**src/include/csfc_pkg.sv**
```systemverilog
// Package: register map, flag layout, commands, states and timing for the status flag block
package csfc_pkg;
  // ----------------------------------------------------------------
  // Register byte offsets
  // ----------------------------------------------------------------
  localparam logic [5:0] REG_FLAGS = 6'h00;
  localparam logic [5:0] REG_ACC = 6'h04;
  localparam logic [5:0] REG_OPB = 6'h08;
  localparam logic [5:0] REG_CMD = 6'h0c;
  localparam logic [5:0] REG_SP = 6'h10;
  localparam logic [5:0] REG_HX = 6'h14;
  localparam logic [5:0] REG_PC = 6'h18;
  localparam logic [5:0] REG_IR = 6'h1c;
  localparam logic [5:0] REG_STATE = 6'h20;

  // ----------------------------------------------------------------
  // Flag bit positions and reset values
  // ----------------------------------------------------------------
  localparam int BIT_V = 7;
  localparam int BIT_H = 4;
  localparam int BIT_I = 3;
  localparam int BIT_N = 2;
  localparam int BIT_Z = 1;
  localparam int BIT_C = 0;
  localparam logic [7:0] FLAGS_ONES = 8'h60;
  localparam logic [7:0] FLAGS_RESET = 8'h68;
  localparam logic [7:0] ACC_RESET = 8'h00;
  localparam logic [15:0] SP_RESET = 16'h00ff;
  localparam logic [15:0] STACK_FRAME = 16'h0005;
  localparam logic [15:0] BRK_VECTOR = 16'hfffc;
  localparam logic [15:0] BRK_VECTOR_MON = 16'hfefc;
  localparam logic [7:0] SOFT_TRAP_OPCODE = 8'h00;
  localparam int STACK_DEPTH = 8;

  // ----------------------------------------------------------------
  // Timing
  // ----------------------------------------------------------------
  localparam int CLK_PERIOD_NS = 25;
  localparam int OSC_STAB_NS = 100000;
  localparam int OSC_STAB_CYC = (OSC_STAB_NS + CLK_PERIOD_NS - 1) / CLK_PERIOD_NS;
  localparam logic [11:0] OSC_STAB_LAST = 12'(OSC_STAB_CYC - 1);

  // ----------------------------------------------------------------
  // Commands and states
  // ----------------------------------------------------------------
  typedef enum logic [3:0] {
    CMD_NOP, CMD_ADD, CMD_ADC, CMD_SUB, CMD_SBC, CMD_AND, CMD_ASL, CMD_LSR,
    CMD_DAA, CMD_CLI, CMD_SEI, CMD_WAIT, CMD_STOP, CMD_AIS, CMD_AIX, CMD_RTI
  } csfc_cmd_t;

  typedef enum logic [2:0] {
    ST_RUN, ST_EXEC2, ST_STACK, ST_VECT, ST_WAIT, ST_STOP, ST_STAB
  } csfc_state_t;

  function automatic logic [15:0] sext16(input logic [7:0] b);
    sext16 = {{8{b[7]}}, b};
  endfunction : sext16
endpackage : csfc_pkg

```
**src/hdl/csfc_alu.sv**
```systemverilog
// ALU result and flag generation for the status flag block
`timescale 1ns/1ps
module csfc_alu (
  // Operation
  input wire csfc_pkg::csfc_cmd_t op,
  input wire logic [7:0] acc,
  input wire logic [7:0] opb,
  input wire logic [7:0] flags,
  // Outcome
  output logic [7:0] res,
  output logic [7:0] flags_out,
  output logic acc_we
);
  logic [8:0] s9;
  logic [4:0] s5;
  logic cin;
  logic lo_adj;
  logic hi_adj;

  always_comb begin
    s9 = 9'h000;
    s5 = 5'h00;
    lo_adj = 1'b0;
    hi_adj = 1'b0;
    cin = flags[csfc_pkg::BIT_C];
    res = acc;
    flags_out = flags;
    acc_we = 1'b1;
    case (op)
      csfc_pkg::CMD_ADD, csfc_pkg::CMD_ADC: begin
        if (op == csfc_pkg::CMD_ADD) begin
          cin = 1'b0;
        end
        s9 = {1'b0, acc} + {1'b0, opb} + {8'h00, cin};
        s5 = {1'b0, acc[3:0]} + {1'b0, opb[3:0]} + {4'h0, cin};
        res = s9[7:0];
        flags_out[csfc_pkg::BIT_H] = s5[4];
        flags_out[csfc_pkg::BIT_C] = s9[8];
        flags_out[csfc_pkg::BIT_V] = (acc[7] ~^ opb[7]) & (acc[7] ^ s9[7]);
      end
      csfc_pkg::CMD_SUB, csfc_pkg::CMD_SBC: begin
        if (op == csfc_pkg::CMD_SUB) begin
          cin = 1'b0;
        end
        s9 = {1'b0, acc} - {1'b0, opb} - {8'h00, cin};
        res = s9[7:0];
        flags_out[csfc_pkg::BIT_C] = s9[8];
        flags_out[csfc_pkg::BIT_V] = (acc[7] ^ opb[7]) & (acc[7] ^ s9[7]);
      end
      csfc_pkg::CMD_AND: begin
        res = acc & opb;
        flags_out[csfc_pkg::BIT_V] = 1'b0;
      end
      csfc_pkg::CMD_ASL: begin
        res = {acc[6:0], 1'b0};
        flags_out[csfc_pkg::BIT_C] = acc[7];
        flags_out[csfc_pkg::BIT_V] = acc[7] ^ acc[6];
      end
      csfc_pkg::CMD_LSR: begin
        res = {1'b0, acc[7:1]};
        flags_out[csfc_pkg::BIT_C] = acc[0];
        flags_out[csfc_pkg::BIT_V] = acc[0];
      end
      csfc_pkg::CMD_DAA: begin
        lo_adj = flags[csfc_pkg::BIT_H] | (acc[3:0] > 4'h9);
        hi_adj = flags[csfc_pkg::BIT_C] | (acc > 8'h99);
        s9 = {1'b0, acc} + {1'b0, (hi_adj ? 4'h6 : 4'h0), (lo_adj ? 4'h6 : 4'h0)};
        res = s9[7:0];
        flags_out[csfc_pkg::BIT_C] = hi_adj | s9[8];
      end
      default: begin
        acc_we = 1'b0;
      end
    endcase
    if (acc_we) begin
      flags_out[csfc_pkg::BIT_N] = res[7];
      flags_out[csfc_pkg::BIT_Z] = (res == 8'h00);
    end
  end
endmodule : csfc_alu

```
**src/hdl/csfc_irq_prio.sv**
```systemverilog
// Fixed priority selection among pending interrupt requests
`timescale 1ns/1ps
module csfc_irq_prio (
  // Requests, line 0 highest
  input wire logic [7:0] req,
  // Winner
  output logic any,
  output logic [2:0] id
);
  always_comb begin
    any = |req;
    id = 3'h0;
    for (int i = 7; i >= 0; i--) begin
      if (req[i]) begin
        id = 3'(i);
      end
    end
  end
endmodule : csfc_irq_prio

```
**src/hdl/csfc_top.sv**
```systemverilog
// Top: status flags, mask sequencing, low power, break entry and stack/index adds
//
// Our own choices: the placing of the registers and register access over Avalon-MM.
`timescale 1ns/1ps
module csfc_top (
  // Clock and reset
  input wire logic SYS_CLK,
  input wire logic RESET_N,
  // Avalon-MM slave
  input wire logic [5:0] AVS_ADDRESS,
  input wire logic AVS_READ,
  input wire logic AVS_WRITE,
  input wire logic [31:0] AVS_WRITEDATA,
  output logic [31:0] AVS_READDATA,
  output logic AVS_WAITREQUEST,
  // Interrupt and break side
  input wire logic [7:0] IRQ_REQ,
  input wire logic BRK_REQ,
  input wire logic MONITOR_MODE,
  output logic IRQ_ACK,
  output logic [2:0] IRQ_ACK_ID,
  output logic BRK_ACTIVE,
  // CPU clock gate
  output logic CPU_CLK_EN
);
  // ----------------------------------------------------------------
  // Storage
  // ----------------------------------------------------------------
  logic [7:0] flags_q;
  logic [7:0] acc_q;
  logic [7:0] opb_q;
  logic [15:0] sp_q;
  logic [15:0] hx_q;
  logic [15:0] pc_q;
  logic [7:0] ir_q;
  logic [7:0] imm_q;
  csfc_pkg::csfc_cmd_t exec_q;
  csfc_pkg::csfc_state_t state_q;
  csfc_pkg::csfc_state_t state_d;
  logic [11:0] stab_q;
  logic [7:0] stack_mem [csfc_pkg::STACK_DEPTH];
  logic [2:0] stack_ptr_q;
  logic stack_full_q;
  logic brk_q;
  logic brk_entry_q;
  logic [2:0] irq_id_q;
  logic ack_q;
  logic wait_q;
  logic [31:0] rdata_q;
  logic clk_en_q;

  // ----------------------------------------------------------------
  // Decode
  // ----------------------------------------------------------------
  logic bus_wr;
  logic bus_rd;
  logic cmd_go;
  logic take_brk;
  logic take_irq;
  logic cmd_ok;
  logic irq_any;
  logic [2:0] irq_id;
  logic [7:0] alu_res;
  logic [7:0] alu_flags;
  logic alu_we;
  logic pop_ok;
  csfc_pkg::csfc_cmd_t cmd;

  assign bus_wr = AVS_WRITE & ~wait_q;
  assign bus_rd = AVS_READ & wait_q;
  assign cmd = csfc_pkg::csfc_cmd_t'(AVS_WRITEDATA[3:0]);
  assign cmd_go = bus_wr && (AVS_ADDRESS == csfc_pkg::REG_CMD) && (state_q == csfc_pkg::ST_RUN);
  assign take_brk = BRK_REQ & ~brk_q & (state_q == csfc_pkg::ST_RUN);
  assign take_irq = (state_q == csfc_pkg::ST_RUN) & ~flags_q[csfc_pkg::BIT_I]
                    & irq_any & ~take_brk;
  assign cmd_ok = cmd_go & ~take_brk & ~take_irq;
  assign pop_ok = cmd_ok && (cmd == csfc_pkg::CMD_RTI) && (stack_ptr_q != 3'h0 || stack_full_q);

  csfc_irq_prio u_prio (
    .req(IRQ_REQ),
    .any(irq_any),
    .id(irq_id)
  );

  csfc_alu u_alu (
    .op(cmd),
    .acc(acc_q),
    .opb(opb_q),
    .flags(flags_q),
    .res(alu_res),
    .flags_out(alu_flags),
    .acc_we(alu_we)
  );

  // ----------------------------------------------------------------
  // Sequencer
  // ----------------------------------------------------------------
  always_comb begin
    state_d = state_q;
    case (state_q)
      csfc_pkg::ST_RUN: begin
        if (take_brk || take_irq) begin
          state_d = csfc_pkg::ST_STACK;
        end else if (cmd_ok) begin
          case (cmd)
            csfc_pkg::CMD_AIS, csfc_pkg::CMD_AIX: state_d = csfc_pkg::ST_EXEC2;
            csfc_pkg::CMD_WAIT: state_d = csfc_pkg::ST_WAIT;
            csfc_pkg::CMD_STOP: state_d = csfc_pkg::ST_STOP;
            default: state_d = csfc_pkg::ST_RUN;
          endcase
        end
      end
      // Break request waits here until the two-cycle add completes
      csfc_pkg::ST_EXEC2: state_d = csfc_pkg::ST_RUN;
      csfc_pkg::ST_STACK: state_d = csfc_pkg::ST_VECT;
      csfc_pkg::ST_VECT: state_d = csfc_pkg::ST_RUN;
      csfc_pkg::ST_WAIT: begin
        if (irq_any && !flags_q[csfc_pkg::BIT_I]) begin
          state_d = csfc_pkg::ST_STACK;
        end
      end
      csfc_pkg::ST_STOP: begin
        if (irq_any && !flags_q[csfc_pkg::BIT_I]) begin
          state_d = csfc_pkg::ST_STAB;
        end
      end
      csfc_pkg::ST_STAB: begin
        if (stab_q == csfc_pkg::OSC_STAB_LAST) begin
          state_d = csfc_pkg::ST_RUN;
        end
      end
      default: state_d = csfc_pkg::ST_RUN;
    endcase
  end

  always_ff @(posedge SYS_CLK) begin
    if (!RESET_N) begin
      state_q <= csfc_pkg::ST_RUN;
    end else begin
      state_q <= state_d;
    end
  end

  // Oscillator settling count after stop wake-up
  always_ff @(posedge SYS_CLK) begin
    if (!RESET_N || state_q != csfc_pkg::ST_STAB) begin
      stab_q <= 12'h000;
    end else begin
      stab_q <= stab_q + 12'h001;
    end
  end

  // CPU clock is gated while waiting, stopped or settling
  always_ff @(posedge SYS_CLK) begin
    if (!RESET_N) begin
      clk_en_q <= 1'b1;
    end else begin
      clk_en_q <= !(state_d inside {csfc_pkg::ST_WAIT, csfc_pkg::ST_STOP,
                                    csfc_pkg::ST_STAB});
    end
  end

  // ----------------------------------------------------------------
  // Flag register
  // ----------------------------------------------------------------
  always_ff @(posedge SYS_CLK) begin
    if (!RESET_N) begin
      flags_q <= csfc_pkg::FLAGS_RESET;
    end else begin
      if (bus_wr && AVS_ADDRESS == csfc_pkg::REG_FLAGS) begin
        // Direct writes may set the mask but never clear it
        flags_q <= AVS_WRITEDATA[7:0] | csfc_pkg::FLAGS_ONES
                   | {4'h0, flags_q[csfc_pkg::BIT_I], 3'h0};
      end
      if (state_q == csfc_pkg::ST_STACK) begin
        flags_q[csfc_pkg::BIT_I] <= 1'b1;
      end
      if (cmd_ok) begin
        case (cmd)
          csfc_pkg::CMD_CLI: flags_q[csfc_pkg::BIT_I] <= 1'b0;
          csfc_pkg::CMD_SEI: flags_q[csfc_pkg::BIT_I] <= 1'b1;
          csfc_pkg::CMD_WAIT: flags_q[csfc_pkg::BIT_I] <= 1'b0;
          csfc_pkg::CMD_STOP: flags_q[csfc_pkg::BIT_I] <= 1'b0;
          csfc_pkg::CMD_RTI: begin
            if (pop_ok) begin
              flags_q <= stack_mem[stack_ptr_q - 3'h1] | csfc_pkg::FLAGS_ONES;
            end
          end
          default: begin
            if (alu_we) begin
              flags_q <= alu_flags | csfc_pkg::FLAGS_ONES;
            end
          end
        endcase
      end
    end
  end

  // ----------------------------------------------------------------
  // Accumulator and operand
  // ----------------------------------------------------------------
  always_ff @(posedge SYS_CLK) begin
    if (!RESET_N) begin
      acc_q <= csfc_pkg::ACC_RESET;
    end else if (cmd_ok && alu_we) begin
      acc_q <= alu_res;
    end else if (bus_wr && AVS_ADDRESS == csfc_pkg::REG_ACC) begin
      acc_q <= AVS_WRITEDATA[7:0];
    end
  end

  always_ff @(posedge SYS_CLK) begin
    if (!RESET_N) begin
      opb_q <= 8'h00;
    end else if (bus_wr && AVS_ADDRESS == csfc_pkg::REG_OPB) begin
      opb_q <= AVS_WRITEDATA[7:0];
    end
  end

  // ----------------------------------------------------------------
  // Two-cycle immediate adds
  // ----------------------------------------------------------------
  always_ff @(posedge SYS_CLK) begin
    if (!RESET_N) begin
      exec_q <= csfc_pkg::CMD_NOP;
      imm_q <= 8'h00;
    end else if (cmd_ok) begin
      exec_q <= cmd;
      imm_q <= opb_q;
    end
  end

  always_ff @(posedge SYS_CLK) begin
    if (!RESET_N) begin
      sp_q <= csfc_pkg::SP_RESET;
    end else if (state_q == csfc_pkg::ST_EXEC2 && exec_q == csfc_pkg::CMD_AIS) begin
      sp_q <= sp_q + csfc_pkg::sext16(imm_q);
    end else if (state_q == csfc_pkg::ST_STACK) begin
      // Frame holds flags, A, X and PC; the index high byte is left to software
      sp_q <= sp_q - csfc_pkg::STACK_FRAME;
    end else if (pop_ok) begin
      sp_q <= sp_q + csfc_pkg::STACK_FRAME;
    end else if (bus_wr && AVS_ADDRESS == csfc_pkg::REG_SP) begin
      sp_q <= AVS_WRITEDATA[15:0];
    end
  end

  always_ff @(posedge SYS_CLK) begin
    if (!RESET_N) begin
      hx_q <= 16'h0000;
    end else if (state_q == csfc_pkg::ST_EXEC2 && exec_q == csfc_pkg::CMD_AIX) begin
      hx_q <= hx_q + csfc_pkg::sext16(imm_q);
    end else if (bus_wr && AVS_ADDRESS == csfc_pkg::REG_HX) begin
      hx_q <= AVS_WRITEDATA[15:0];
    end
  end

  // ----------------------------------------------------------------
  // Saved flag stack
  // ----------------------------------------------------------------
  always_ff @(posedge SYS_CLK) begin
    if (!RESET_N) begin
      stack_ptr_q <= 3'h0;
      stack_full_q <= 1'b0;
    end else if (state_q == csfc_pkg::ST_STACK) begin
      // Oldest frame is overwritten once the stack wraps
      stack_mem[stack_ptr_q] <= flags_q;
      stack_ptr_q <= stack_ptr_q + 3'h1;
      stack_full_q <= stack_full_q | (stack_ptr_q == 3'h7);
    end else if (pop_ok) begin
      stack_ptr_q <= stack_ptr_q - 3'h1;
      stack_full_q <= 1'b0;
    end
  end

  // ----------------------------------------------------------------
  // Interrupt and break entry
  // ----------------------------------------------------------------
  always_ff @(posedge SYS_CLK) begin
    if (!RESET_N) begin
      brk_q <= 1'b0;
      brk_entry_q <= 1'b0;
      pc_q <= 16'h0000;
      ir_q <= 8'h00;
    end else if (take_brk) begin
      brk_q <= 1'b1;
      brk_entry_q <= 1'b1;
      ir_q <= csfc_pkg::SOFT_TRAP_OPCODE;
      pc_q <= MONITOR_MODE ? csfc_pkg::BRK_VECTOR_MON : csfc_pkg::BRK_VECTOR;
    end else begin
      if (state_q == csfc_pkg::ST_VECT) begin
        brk_entry_q <= 1'b0;
      end
      if (pop_ok && brk_q && !BRK_REQ) begin
        brk_q <= 1'b0;
      end
    end
  end

  always_ff @(posedge SYS_CLK) begin
    if (!RESET_N) begin
      irq_id_q <= 3'h0;
    end else if (state_q == csfc_pkg::ST_STACK) begin
      irq_id_q <= irq_id;
    end
  end

  // One-cycle acknowledge during the vector step of a maskable entry
  always_ff @(posedge SYS_CLK) begin
    if (!RESET_N) begin
      ack_q <= 1'b0;
    end else begin
      ack_q <= (state_q == csfc_pkg::ST_STACK) && !brk_entry_q;
    end
  end

  // ----------------------------------------------------------------
  // Avalon-MM slave, one wait state per access
  // ----------------------------------------------------------------
  always_ff @(posedge SYS_CLK) begin
    if (!RESET_N) begin
      wait_q <= 1'b1;
    end else if (wait_q) begin
      wait_q <= ~(AVS_READ | AVS_WRITE);
    end else begin
      wait_q <= 1'b1;
    end
  end

  always_ff @(posedge SYS_CLK) begin
    if (!RESET_N) begin
      rdata_q <= 32'h0000_0000;
    end else if (bus_rd) begin
      case (AVS_ADDRESS)
        csfc_pkg::REG_FLAGS: rdata_q <= {24'h00_0000, flags_q | csfc_pkg::FLAGS_ONES};
        csfc_pkg::REG_ACC: rdata_q <= {24'h00_0000, acc_q};
        csfc_pkg::REG_OPB: rdata_q <= {24'h00_0000, opb_q};
        csfc_pkg::REG_CMD: rdata_q <= {28'h000_0000, exec_q};
        csfc_pkg::REG_SP: rdata_q <= {16'h0000, sp_q};
        csfc_pkg::REG_HX: rdata_q <= {16'h0000, hx_q};
        csfc_pkg::REG_PC: rdata_q <= {16'h0000, pc_q};
        csfc_pkg::REG_IR: rdata_q <= {24'h00_0000, ir_q};
        csfc_pkg::REG_STATE: rdata_q <= {20'h0_0000, stack_full_q, stack_ptr_q,
                                         brk_q, irq_id_q, 1'b0, state_q};
        default: rdata_q <= 32'h0000_0000;
      endcase
    end
  end

  assign AVS_READDATA = rdata_q;
  assign AVS_WAITREQUEST = wait_q;
  assign IRQ_ACK = ack_q;
  assign IRQ_ACK_ID = irq_id_q;
  assign BRK_ACTIVE = brk_q;
  assign CPU_CLK_EN = clk_en_q;
endmodule : csfc_top

```
**config.mk**
```make
export PLATFORM = sky130hd
export DESIGN_NAME = csfc_top
export DESIGN_NICKNAME = d
export VERILOG_FILES = /design/src/include/csfc_pkg.sv /design/src/hdl/csfc_alu.sv /design/src/hdl/csfc_irq_prio.sv /design/src/hdl/csfc_top.sv
export SDC_FILE = /design/constraint.sdc
export NUM_CORES = 1
export LEC_CHECK = 0
export BUFFER_PORTS_ARGS = -buffer_cell sky130_fd_sc_hd__clkbuf_2
export CAP_MARGIN = 20
export CORE_MARGIN = 2
export CORE_UTILIZATION = 42
export DETAILED_ROUTE_END_ITERATION = 10
export PLACE_DENSITY = 0.67
export SYNTH_ARGS = -nofsm -noshare
export SYNTH_HDL_FRONTEND = slang
export SYNTH_SLANG_ARGS = --single-unit
```
**constraint.sdc**
```tcl
create_clock -name SYS_CLK -period 4.5 [get_ports SYS_CLK]
set_clock_uncertainty 0.2 [all_clocks]
set_input_delay 1.125 -clock SYS_CLK [delete_from_list [all_inputs] [get_ports SYS_CLK]]
set_output_delay 1.125 -clock SYS_CLK [all_outputs]
set_load 0.005 [all_outputs]
```
# After elaboration in Yosys (flattened, before gate mapping)
# Memory sizes are Yosys's and may differ from the RTL's.
# Index checks and enable logic that the tools add are counted.
[word_totals] mem_bits_rw=64 in_bits=52 output_inout_bits=39 mem_count=1 reg_bits=143 word_cells=207
[mem_list] name="stack_mem" words=8 word_bits=8 rd=1 rd_ports_with_merged_regs=0 wr=1 line="csfc_top.sv:41" text="logic [7:0] stack_mem [csfc_pkg::STACK_DEPTH];"
[op_classes] mux=55 eq_ne=40 reduce_logical=43 add_sub_neg=14 n_bitwise=29 n_lt_le_gt_ge=2
[op_table] op="$pmux 16 s8" n=1
[op_table] op="$mux 16" n=6
[op_table] op="$mux 3" n=17
[op_table] op="$mux 8" n=6
[op_table] op="$pmux 8 s6" n=1
[op_table] op="$eq 4x4->1 const B" n=10
[op_table] op="$add 16x16->16" n=2
[op_table] op="$eq 3x3->1 const B" n=7
[op_table] op="$add 8x8->9" n=2
[op_table] op="$eq 6x5->1 const B" n=3
[op_table] op="$ne 9x3->1 const B" n=2
[op_table] op="$add 16x3->16 const B" n=1
[op_table] op="$eq 4x3->1 const B" n=4
[op_table] op="$logic_and 1x1->1" n=16
[op_table] op="$mux 1" n=16
[op_table] op="$reduce_or 8->1" n=2
[op_table] op="$sub 16x3->16 const B" n=1
[op_table] op="$pmux 3 s5" n=1
[op_table] op="$add 12x1->12 const B" n=1
[op_table] op="$eq 12x12->1 const B" n=1
[op_table] op="$eq 6x4->1 const B" n=2
[op_table] op="$and 1x1->1" n=11
[op_table] op="$ne 5x3->1 const B" n=2
[op_table] op="$pmux 1 s5" n=2
[op_table] op="other kinds (39)" n=66

# Depth between registers and ports, before layout
# Gate-level depths: netlist of run 1.
[logic_depth] ltp_word=13 depth_mapped=15 ltp_nobuf=13

# Hierarchy
# Synthesis of run 1 repeated with hierarchy kept, for this count alone.
[hier_totals] cells_unflattened=1361 area_unflattened_um2=11602.4
[by_module_without_submodules] module="csfc_top" cells_per_inst=1078 instances=1 seq_area_each_um2=3703.6 area_each_um2=9601.7
[by_module_without_submodules] module="csfc_alu" cells_per_inst=270 instances=1 seq_area_each_um2=0.0 area_each_um2=1919.3
[by_module_without_submodules] module="csfc_irq_prio" cells_per_inst=13 instances=1 seq_area_each_um2=0.0 area_each_um2=81.3

# Least setup slack after synthesis of run 1
# Ideal clock, no wire load.
[synth_timing] path_kind="input -> register" startpoint="input port AVS_WRITEDATA[1]" endpoint="register flags_q[1]" slack_ps=-33 t_arrival_ps=4275 t_required_ps=4242 cell_stages=15 n_path_buf=4 setup_time_ps=58 path_cell_list="clkbuf_1 > buf_2 > clkbuf_1 > buf_2 > o31ai_1 > fa_1 > fa_1 > nor2_1 > o21ai_0 > a31o_2 > o221ai_1 > nor4_1 > nand4_1 > a211oi_1 > a31o_2"
[synth_via] elab_chain_len=9 elab_cells_between_ends=34 cone_classes="2 x add/sub; 13 x eq/ne; 11 x mux; 1 x bitwise; 7 x reduce/logical"
[synth_rtl] item="start, declared" line="csfc_top.sv:13" text="input wire logic [31:0] AVS_WRITEDATA,"
[synth_rtl] item="$eq 4x2->1 / $eq 4x1->1 (equally long branches)" line="csfc_alu.sv:29, csfc_alu.sv:42, csfc_alu.sv:31"
[synth_rtl] item="$mux 1, on equally long branches" line="csfc_alu.sv:42, csfc_alu.sv:31"
[synth_rtl] item="$mux 1" line="csfc_alu.sv:29" text="case (op)"
[synth_rtl] item="$sub 9x1->9 / $add 9x1->9 (equally long branches)" line="csfc_alu.sv:45, csfc_alu.sv:34"
[synth_rtl] item="$pmux 8 s6" line="csfc_alu.sv:29"
[synth_rtl] item="$logic_not 8->1" line="csfc_alu.sv:77" text="flags_out[csfc_pkg::BIT_Z] = (res == 8'h00);"
[synth_rtl] item="$mux 8" line="csfc_top.sv:190" text="if (alu_we) begin"
[synth_rtl] item="$pmux 3 s2" line="csfc_top.sv:179" text="case (cmd)"
[synth_rtl] item="$mux 8 (*)" line="csfc_top.sv:178" text="if (cmd_ok) begin"
[synth_rtl] item="end signal, assigned" line="csfc_top.sv:172" text="flags_q <= AVS_WRITEDATA[7:0] | csfc_pkg::FLAGS_ONES"
[synth_rtl] item="end signal, assigned" line="csfc_top.sv:186" text="flags_q <= stack_mem[stack_ptr_q - 3'h1] | csfc_pkg::FLAGS_ONES;"
[synth_rtl] item="end signal, assigned" line="csfc_top.sv:191" text="flags_q <= alu_flags | csfc_pkg::FLAGS_ONES;"
[synth_rtl] item="end, declared" line="csfc_top.sv:29" text="logic [7:0] flags_q;"
# Mark *: on every way between the ends. The rest lies on a longest branch, timed or not. The select of a mux whose other input is x is not followed.
# A chain may end at the register's enable or synchronous reset.

# Final worst setup path of run 1
[layout_timing] startpoint="input port AVS_WRITEDATA[2]" endpoint="register flags_q[0]"
[layout_via] elab_chain_len=8 elab_cells_between_ends=32 cone_classes="2 x add/sub; 14 x eq/ne; 10 x mux; 6 x reduce/logical"
[layout_rtl] item="$eq 4x2->1 / $eq 4x1->1 (equally long branches)" line="csfc_alu.sv:29, csfc_alu.sv:42, csfc_alu.sv:31"
[layout_rtl] item="$mux 1, on equally long branches" line="csfc_alu.sv:42, csfc_alu.sv:31"
[layout_rtl] item="$mux 1" line="csfc_alu.sv:29"
[layout_rtl] item="$sub 9x1->9 / $add 9x1->9 (equally long branches)" line="csfc_alu.sv:45, csfc_alu.sv:34"
[layout_rtl] item="$pmux 1 s5" line="csfc_alu.sv:29"
[layout_rtl] item="$mux 8" line="csfc_top.sv:190"
[layout_rtl] item="$pmux 3 s2" line="csfc_top.sv:179"
[layout_rtl] item="$mux 8" line="csfc_top.sv:178"
# Parallel ways exist; a longest one is shown, timed or not. The select of a mux whose other input is x is not followed.

==> run metrics, run 1 <==
Worst Slack Setup Final=0.569 ns; CTS Sinks=159; main combinational cell family by area after synthesis=compound AO/OA/AOI/OAI gates; final setup fails=0; vias in the first global route=9885; fraction of registers with async set/reset=0; Slew Viols, Final=0; CTS Root Cell=clkbuf_16; Worst-path clk slew=0.07 ns; Adder-Cell Fraction of Synth Area=0.0841; Clock Path Buffers=2; GR Layer Usage met3=0.0378; CP Max Fanout=2; Leak=between 4 and 5 nW; CP Data Arrival Time=between 4 and 5 ns; register cell area after layout=3660 um^2; hpwl dp=between 20000 and 30000 um; PostCTS Resize Cnt=0; DRT Pass-1 Iters=5; CTS buffer count=17; switching part of the total=0.284; Critical Setup Path Class=in -> reg; Ports=about 90; CTS H-tree lvls=4; status=complete, no violations; Worst Tran Pin Value=0.934 ns; commonest non-fill, non-tap cell in the layout=nor2_1; core area=26700 um^2; most frequent cells in the layout=nor2_1 (132), a21oi_1 (130), nand2_1 (122); Max VDD drop=256 uV; Fillers=2587; count of different cell masters after synthesis=94; Simple-Gate Fraction of Synth Area=0.197; time the worst path needs with I/O delays and setup=3.93 ns; hold slack=around 0.22 ns; die area=28300 um^2; Clock power frac=0.437; Critical Path Start Type=input pin; Rel. slew slack=0.375; logic gate share of total power=0.142; initial antenna violation count=2; Multi-input gate area=7080 um^2; Die Span X=168 um; register area share after synthesis=0.323; number of synthesized flops with an enable pin=48; sequential power share=0.421; setup TNS=0 ns; largest net degree at the start of global routing=79; syn avg cell area=about 8.4 um^2; Peak Freq=254 MHz; ANT nets after route=0; NumNets Final=1493; Avg WL per Cell=20.3 um; unrepaired setup endpoints after global routing=no; Synth Area in Compound Gates=0.240; layout cell share with drive strength beyond 1=0.137; final hold vios=0; GPL Wtd Cong=between 0.9 and 1; multiplexer share of the synthesized area=0.0525; FP Rows=60; Crit. End Element=flip-flop; number of hold buffers added after cts=0; die extent in y=168 um; Starting Density=0.424; vias=10.6k; Syn Inst Count=1347; Buffers on Ports=58; pwr dens=295 nW/um^2; GR Util met2=0.397; xor and xnor area share after synthesis=0.0432; Yosys reg bits=between 150 and 200; critical path required time=4.65 ns; max cap viols=0; Hold Crit Class=reg -> reg; Area contributors post-synth=dfxtp_1 (20%), edfxtp_1 (13%), ha_1 (7.2%); Synth top area share=0.196; postcts setup bufs=0; GRT busiest layer=met2; GR Util met1=0.337; Worst-Skew Late Latency=around 0.43 ns; initial DRC count=1143; Yosys top cell by area=dfxtp_1; internal power=2.65 mW; first-pass GRT wire length=55400 um; Avg Vias per Cell=6.15; ys flop type=dfxtp_1; synth warn=0; Synth Cell Area=11300 um^2; final wirelength=35000 um; gr ovfl total=0; GR Util All Layers=0.247; TritonCTS clock tree=yes; # DRC=0; crit share post-route=0.874; net switching power=1.05 mW; worst slack at placement=0.0759 ns; Syn-to-layout area delta=10.7%
through the flow:
stage | std cells | total power, mW | cell area (um^2) | utilization
after floorplan | 1362 | 1.95 | 11400 | -
after global placement | 1690 | 2.10 | 11900 | 0.445
after detailed placement | 1690 | 2.10 | 11900 | 0.445
after CTS | 1722 | 3.70 | 12500 | 0.469
after global routing | 1725 | 3.83 | 12600 | 0.470
final | 1725 | 3.70 | 12600 | 0.470
registers in the layout (all words and copies together) (netlist names), 2 cells and up:
signal	cells
flags_q	6
IRQ_ACK_ID	3
opb_q	8
AVS_READDATA	16
stack_mem	48
stab_q	12
hx_q	16
exec_q	4
acc_q	8
state_q	3
sp_q	16
imm_q	8
pc_q	2
stack_ptr_q	3
layout make-up:
class                   count  area share
diodes                      2    0.000399
clock buffers              20      0.0381
clock inverters            12      0.0142
inverters                  52      0.0155
multi-input cells        1049       0.564
flip-flops and latches    159       0.292
well taps                 341      0.0340
repair buffers             90      0.0425
per-layer routing:
metal / share of wire / up-vias
met2: 0.46 / 453
met5: 0 / -
met1: 0.43 / 5068
met3: 0.081 / 62
li1: - / 5022
met4: 0.026 / 0
power by group through the flow:
stage / combinational, mW / sequential [mW] / clock [mW]
3_3_place_gp: 0.509 / 1.59 / 0
3_5_place_dp: 0.515 / 1.59 / 0
4_1_cts: 0.519 / 1.55 / 1.63
6_report: 0.526 / 1.56 / 1.62
5_1_grt: 0.573 / 1.56 / 1.69
2_1_floorplan: 0.403 / 1.55 / 0
synth_stat cells, types with 14 or more instances:
cell type  count
edfxtp_1      48
a211oi_1      26
nand2_1      122
a31oi_1       23
o21ai_0       56
nand4_1       14
ha_1          65
nor3_1        38
nand2b_1      15
clkbuf_1      68
a22oi_1       16
mux2i_1       19
buf_4         16
xor2_1        25
nand3_1       47
dfxtp_1      111
inv_1         50
a21oi_1      130
xnor2_1       31
nor2_1       133
worst max-delay path, stage by stage:
cell       delay, ns
clkbuf_2        0.08
or2_2           0.30
o21ai_0         0.21
fa_1            0.23
inv_1           0.06
fa_1            0.40
a21bo_2         0.22
a211oi_1        0.34
a21o_1          0.17
a21oi_1         0.07
xnor2_1         0.13
o2111ai_1       0.36
nand4_1         0.15
a211oi_1        0.23
cells by family after synthesis:
logic type,count (synthesis)
AND/OR/NAND/NOR,457
AO/OA/AOI/OAI,406
flip-flops,159
buffers and inverters,154
multiplexers,42
XOR/XNOR,56
adder cells (fa/ha/maj),72
other,1
path summary, 6_finish.rpt:
kind	start	endpoint	slack, ns	cells past startpoint
worst max-delay path	AVS_WRITEDATA[2]	flags_q[0]$_SDFFE_PN0P_	0.57	14
worst min-delay path	brk_entry_q$_SDFFE_PN0P_	IRQ_ACK$_SDFF_PN0_	0.22	1
worst max register to register	acc_q[0]$_SDFFE_PN0P_	flags_q[1]$_SDFF_PN0_	0.92	11
worst min register to register	brk_entry_q$_SDFFE_PN0P_	IRQ_ACK$_SDFF_PN0_	0.22	1
Power figures use the tool's default switching activity.
==> inputs of run 2 (changes only) <==
MAX_ROUTING_LAYER = met4   (was default)
==> run metrics, run 2 (same netlist as run 1, synthesis figures left out) <==
hold slack=0.264 ns (was 0.219 ns); Slew Viols, Final=0 (unchanged); Leak=4.76 nW (was 4.81 nW); CP max stage delay=0.43 ns (was 0.40 ns); Avg WL per Cell=20.2 um (was 20.3 um); final hold vios=0 (unchanged); flop2flop setup slack=0.94 ns (was 0.92 ns); Starting Density=0.424 (unchanged); CP Max Fanout=2 (unchanged); critical path's slowest cell=o2111ai_1 (was fa_1); Critical Setup Path Class=in -> reg (unchanged); most frequent cells in the layout=nor2_1 (132), a21oi_1 (130), nand2_1 (122) (unchanged); CP Data Arrival Time=4.20 ns (was 4.08 ns); hpwl dp=25200 um (was 25300 um); NumNets Final=1491 (was 1493); critical path required time=4.65 ns (about the same); Die Span X=168 um (unchanged); first-pass GRT wire length=54900 um (was 55400 um); GPL Wtd Cong=0.976 (was 0.943); gr ovfl total=0 (unchanged); crit share post-route=0.901 (was 0.874); unrepaired setup endpoints after global routing=no (unchanged); vias in the first global route=9957 (was 9885); status=complete, no violations (unchanged); ANT nets after route=0 (unchanged); Syn-to-layout area delta=10.0% (was 10.7%); Top delay family on crit path=compound AO/OA/AOI/OAI gates (unchanged); Rel. slew slack=0.382 (was 0.375); Hold Crit Class=reg -> reg (unchanged); Clock Path Buffers=2 (unchanged); vias=10.6k (about the same); time the worst path needs with I/O delays and setup=4.05 ns (was 3.93 ns); GR Util All Layers=0.253 (was 0.247); Critical Path, Cell by Cell=clkbuf_2 > or2_2 > o21ai_0 > fa_1 > inv_1 > fa_1 > a21bo_2 > a211oi_1 > a21o_1 > a21oi_1 > xnor2_1 > o2111ai_1 > nand4_1 > a211oi_1 (unchanged); die area=28300 um^2 (unchanged); CTS Sinks=159 (unchanged); FP Rows=60 (unchanged); TritonCTS clock tree=yes (unchanged); largest register by flop count=stack_mem (unchanged); Worst Tran Pin Value=0.925 ns (was 0.934 ns); Avg Vias per Cell=6.12 (was 6.15); layout cell share with drive strength beyond 1=0.135 (was 0.137); Buf+Inv Stages, Crit Path=2 (unchanged); PostCTS Resize Cnt=0 (unchanged); largest net degree at the start of global routing=79 (unchanged); initial antenna violation count=2 (unchanged); setup TNS=0 ns (unchanged); Crit. End Element=flip-flop (unchanged); CTS Root Cell=clkbuf_16 (unchanged); Worst-path clk slew=0.07 ns (about the same); postcts setup bufs=0 (unchanged); die extent in y=168 um (unchanged); Peak Freq=247 MHz (was 254 MHz); core area=26700 um^2 (unchanged); max cap viols=0 (unchanged); Worst-Skew Late Latency=0.44 ns (was 0.43 ns); DRT Pass-1 Iters=6 (was 5); # DRC=0 (unchanged); Critical Path Start Type=input pin (unchanged); number of hold buffers added after cts=0 (unchanged); CTS H-tree lvls=4 (unchanged); pwr dens=283 nW/um^2 (was 295 nW/um^2); CTS buffer count=17 (unchanged); initial DRC count=1169 (was 1143); final setup fails=0 (unchanged); max reg flops=48 (unchanged); Ports=91 (unchanged); Fillers=2548 (was 2587); register cell area after layout=3660 um^2 (unchanged); commonest non-fill, non-tap cell in the layout=nor2_1 (unchanged); final wirelength=34800 um (was 35000 um); Multi-input gate area=7080 um^2 (unchanged); Max VDD drop=260 uV (was 256 uV); Buffers on Ports=58 (unchanged)
-- run 2: cell count changes in the layout (fill, tap and decap cells not counted), sizes merged --
cell,before,now
bufinv,3,0
clkinvlp,0,1
diode,2,3
clkbuf,78,77
buf,32,30
clkinv,1,4
-- run 2: power by group --
group	leakage [nW]	internal, mW	switching [mW]
logic	3.11	0.193	0.331
clock network	0.288	0.773	0.684
registers	1.36	1.50	0.0596
total	4.76	2.46	1.07
-- run 2: through the flow --
stage / cell area (um^2) / utilization / power, mW / cells / setup slack [ns]
global route: 12500 / 0.467 / 3.66 / 1723 / 0.279
finish: 12500 / 0.467 / 3.54 / 1724 / 0.445
detailed placement: 11900 / 0.444 / 2.10 / 1689 / 0.120
CTS: 12500 / 0.467 / 3.55 / 1721 / 0.562
floorplan: 11400 / - / 1.95 / 1362 / 0.0739
global placement: 11900 / 0.444 / 2.09 / 1689 / 0.139
-- run 2: final timing paths --
kind,start,to,cells after the start
setup / recovery,AVS_WRITEDATA[2],flags_q[0]$_SDFFE_PN0P_,14
hold / removal,stab_q[0]$_SDFF_PP0_,stab_q[0]$_SDFF_PP0_,1
setup reg to reg,acc_q[0]$_SDFFE_PN0P_,flags_q[1]$_SDFF_PN0_,11
hold reg to reg,stab_q[0]$_SDFF_PP0_,stab_q[0]$_SDFF_PP0_,1
-- run 2: cell type report --
class,count,area share
repair buffers,88,0.0413
multi-input cells,1049,0.567
clock buffers,19,0.0364
diodes,3,0.000602
clock inverters,13,0.0110
inverters,52,0.0156
well taps,341,0.0342
flip-flops and latches,159,0.294
-- run 2: metal layers --
metal	GRT usage	vias up	wire (um)
met5	-	-	0
met2	0.399	453	16200
met4	0.0862	0	930
met1	0.334	5015	14900
met3	0.0376	66	2770
li1	-	5019	-
==> inputs of run 3 (changes only) <==
REMOVE_ABC_BUFFERS = 1   (was default)
==> run metrics, run 3 (same netlist as run 1, synthesis figures left out) <==
routed wl met2=16300 um (was 16200 um); max reg flops=48 (unchanged); GPL Wtd Cong=0.920 (was 0.976); Critical Path Start Type=input pin (unchanged); Avg Vias per Cell=6.19 (was 6.12); CTS Sinks=159 (unchanged); hold path startpoint=brk_entry_q$_SDFFE_PN0P_ (was stab_q[0]$_SDFF_PP0_); Crit. End Element=flip-flop (unchanged); initial DRC count=1228 (was 1169); Syn-to-layout area delta=10.5% (was 10.0%); initial antenna violation count=0 (was 2); register cell area after layout=3660 um^2 (unchanged); PostCTS Resize Cnt=0 (unchanged); time the worst path needs with I/O delays and setup=3.94 ns (was 4.05 ns); Fillers=2573 (was 2548); met1 wire length=15800 um (was 14900 um); hpwl dp=25700 um (was 25200 um); die extent in y=168 um (unchanged); number of hold buffers added after cts=0 (unchanged); Placed Area=11900 um^2 (about the same); Max VDD drop=216 uV (was 260 uV); Finished Cell Area=12500 um^2 (about the same); n_diodes=0 (was 3); NumNets Final=1497 (was 1491); Worst-Skew Late Latency=0.44 ns (about the same); final hold vios=0 (unchanged); unrepaired setup endpoints after global routing=no (unchanged); postcts setup bufs=0 (unchanged); CP Max Fanout=2 (unchanged); Peak Freq=254 MHz (was 247 MHz); core area=26700 um^2 (unchanged); final wirelength=35700 um (was 34800 um); capture point of the worst reg-to-reg path=flags_q[1]$_SDFF_PN0_ (unchanged); met3 WL=2800 um (was 2770 um); most frequent cells in the layout=nor2_1 (132), a21oi_1 (130), nand2_1 (122) (unchanged); commonest non-fill, non-tap cell in the layout=nor2_1 (unchanged); Worst Slack Setup Final=0.565 ns (was 0.445 ns); Buffers on Ports=58 (unchanged); ANT nets after route=0 (unchanged); Starting Density=0.424 (unchanged); TritonCTS clock tree=yes (unchanged); CTS H-tree lvls=4 (unchanged); max cap viols=0 (unchanged); Rel. slew slack=0.369 (was 0.382); pwr dens=285 nW/um^2 (was 283 nW/um^2); overall power=3.57 mW (was 3.54 mW); crit share post-route=0.874 (was 0.901); WHS Endpoint=IRQ_ACK$_SDFF_PN0_ (was stab_q[0]$_SDFF_PP0_); GR Util All Layers=0.259 (was 0.253); gr ovfl total=0 (unchanged); Critical Setup Path Class=in -> reg (unchanged); Slew Viols, Final=0 (unchanged); flop2flop setup slack=1.04 ns (was 0.94 ns); worst slack at placement=0.141 ns (was 0.120 ns); Multi-input gate area=7080 um^2 (unchanged); Avg WL per Cell=20.6 um (was 20.2 um); CTS Root Cell=clkbuf_16 (unchanged); Ports=91 (unchanged); layout cell share with drive strength beyond 1=0.139 (was 0.135); Worst Tran Pin Value=0.943 ns (was 0.925 ns); Reg2Reg Launch Point=acc_q[1]$_SDFFE_PN0P_ (was acc_q[0]$_SDFFE_PN0P_); cell count of the worst hold path=1 (unchanged); die area=28300 um^2 (unchanged); CP Data Arrival Time=4.09 ns (was 4.20 ns); first-pass GRT wire length=55900 um (was 54900 um); top sig layer=met4 (unchanged); Hold Crit Class=reg -> reg (unchanged); DRT Pass-1 Iters=5 (was 6); vias=10.7k (was 10.6k); largest register by flop count=stack_mem (unchanged); CTS buffer count=17 (unchanged); Leak=4.79 nW (was 4.76 nW); Die Span X=168 um (unchanged); vias in the first global route=9901 (was 9957); Worst-path clk slew=0.07 ns (about the same); # DRC=0 (unchanged); final setup fails=0 (unchanged); final core area utilization=0.469 (was 0.467); status=complete, no violations (unchanged); placed cell count=1695 (was 1689); Reg2Reg Depth=13 (was 11); FP Rows=60 (unchanged); critical path required time=4.65 ns (about the same); Clock Path Buffers=2 (unchanged); largest net degree at the start of global routing=79 (unchanged); Non-Filler Instances=1727 (was 1724)
==> run 3: layout make-up <==
class,instances,share of cell area
clock buffer,17,0.0339
multi-input combinational,1049,0.565
tap,341,0.0340
sequential,159,0.292
clock inverter,15,0.0136
inverter,52,0.0156
timing repair buffer,94,0.0457
==> run 3: where the power goes <==
group	internal (mW)	switching (mW)	leakage [nW]
sequential	1.50	0.0613	1.36
combinational	0.194	0.340	3.14
clock	0.791	0.691	0.286
total	2.48	1.09	4.79
==> run 3: worst max path at each step <==
stage                                    endpoint  slack (ns)        startpoint
after CTS                 flags_q[0]$_SDFFE_PN0P_        0.60  AVS_WRITEDATA[2]
after global placement    flags_q[0]$_SDFFE_PN0P_        0.23  AVS_WRITEDATA[2]
after detailed placement  flags_q[0]$_SDFFE_PN0P_        0.14  AVS_WRITEDATA[2]
final                     flags_q[0]$_SDFFE_PN0P_        0.56  AVS_WRITEDATA[2]
after floorplan           flags_q[4]$_SDFFE_PN0P_       -0.38         AVS_WRITE
after global routing      flags_q[0]$_SDFFE_PN0P_        0.37  AVS_WRITEDATA[2]
==> run 3: stage by stage <==
step	hold slack, ns	TNS [ns]
2_1_floorplan	0.194	-1.47
3_3_place_gp	0.229	0
3_5_place_dp	0.233	0
4_1_cts	0.246	0
5_1_grt	0.256	0
6_report	0.249	0
==> run 3: worst max-delay path, cell delays in order <==
cell and delay [ns]:
clkbuf_2 0.08, or2_2 0.34, o21ai_0 0.25, fa_1 0.24
inv_1 0.06, fa_1 0.41, a21bo_2 0.22, a211oi_1 0.27
a21o_1 0.16, a21oi_1 0.07, xnor2_1 0.12, o2111ai_1 0.34
nand4_1 0.13, a211oi_1 0.25
==> run 3: routing by layer <==
metal / vias up / track usage
li1: 5037 / -
met1: 5112 / 0.356
met2: 473 / 0.402
met3: 60 / 0.0381
met4: 0 / 0.0622
met5: - / -
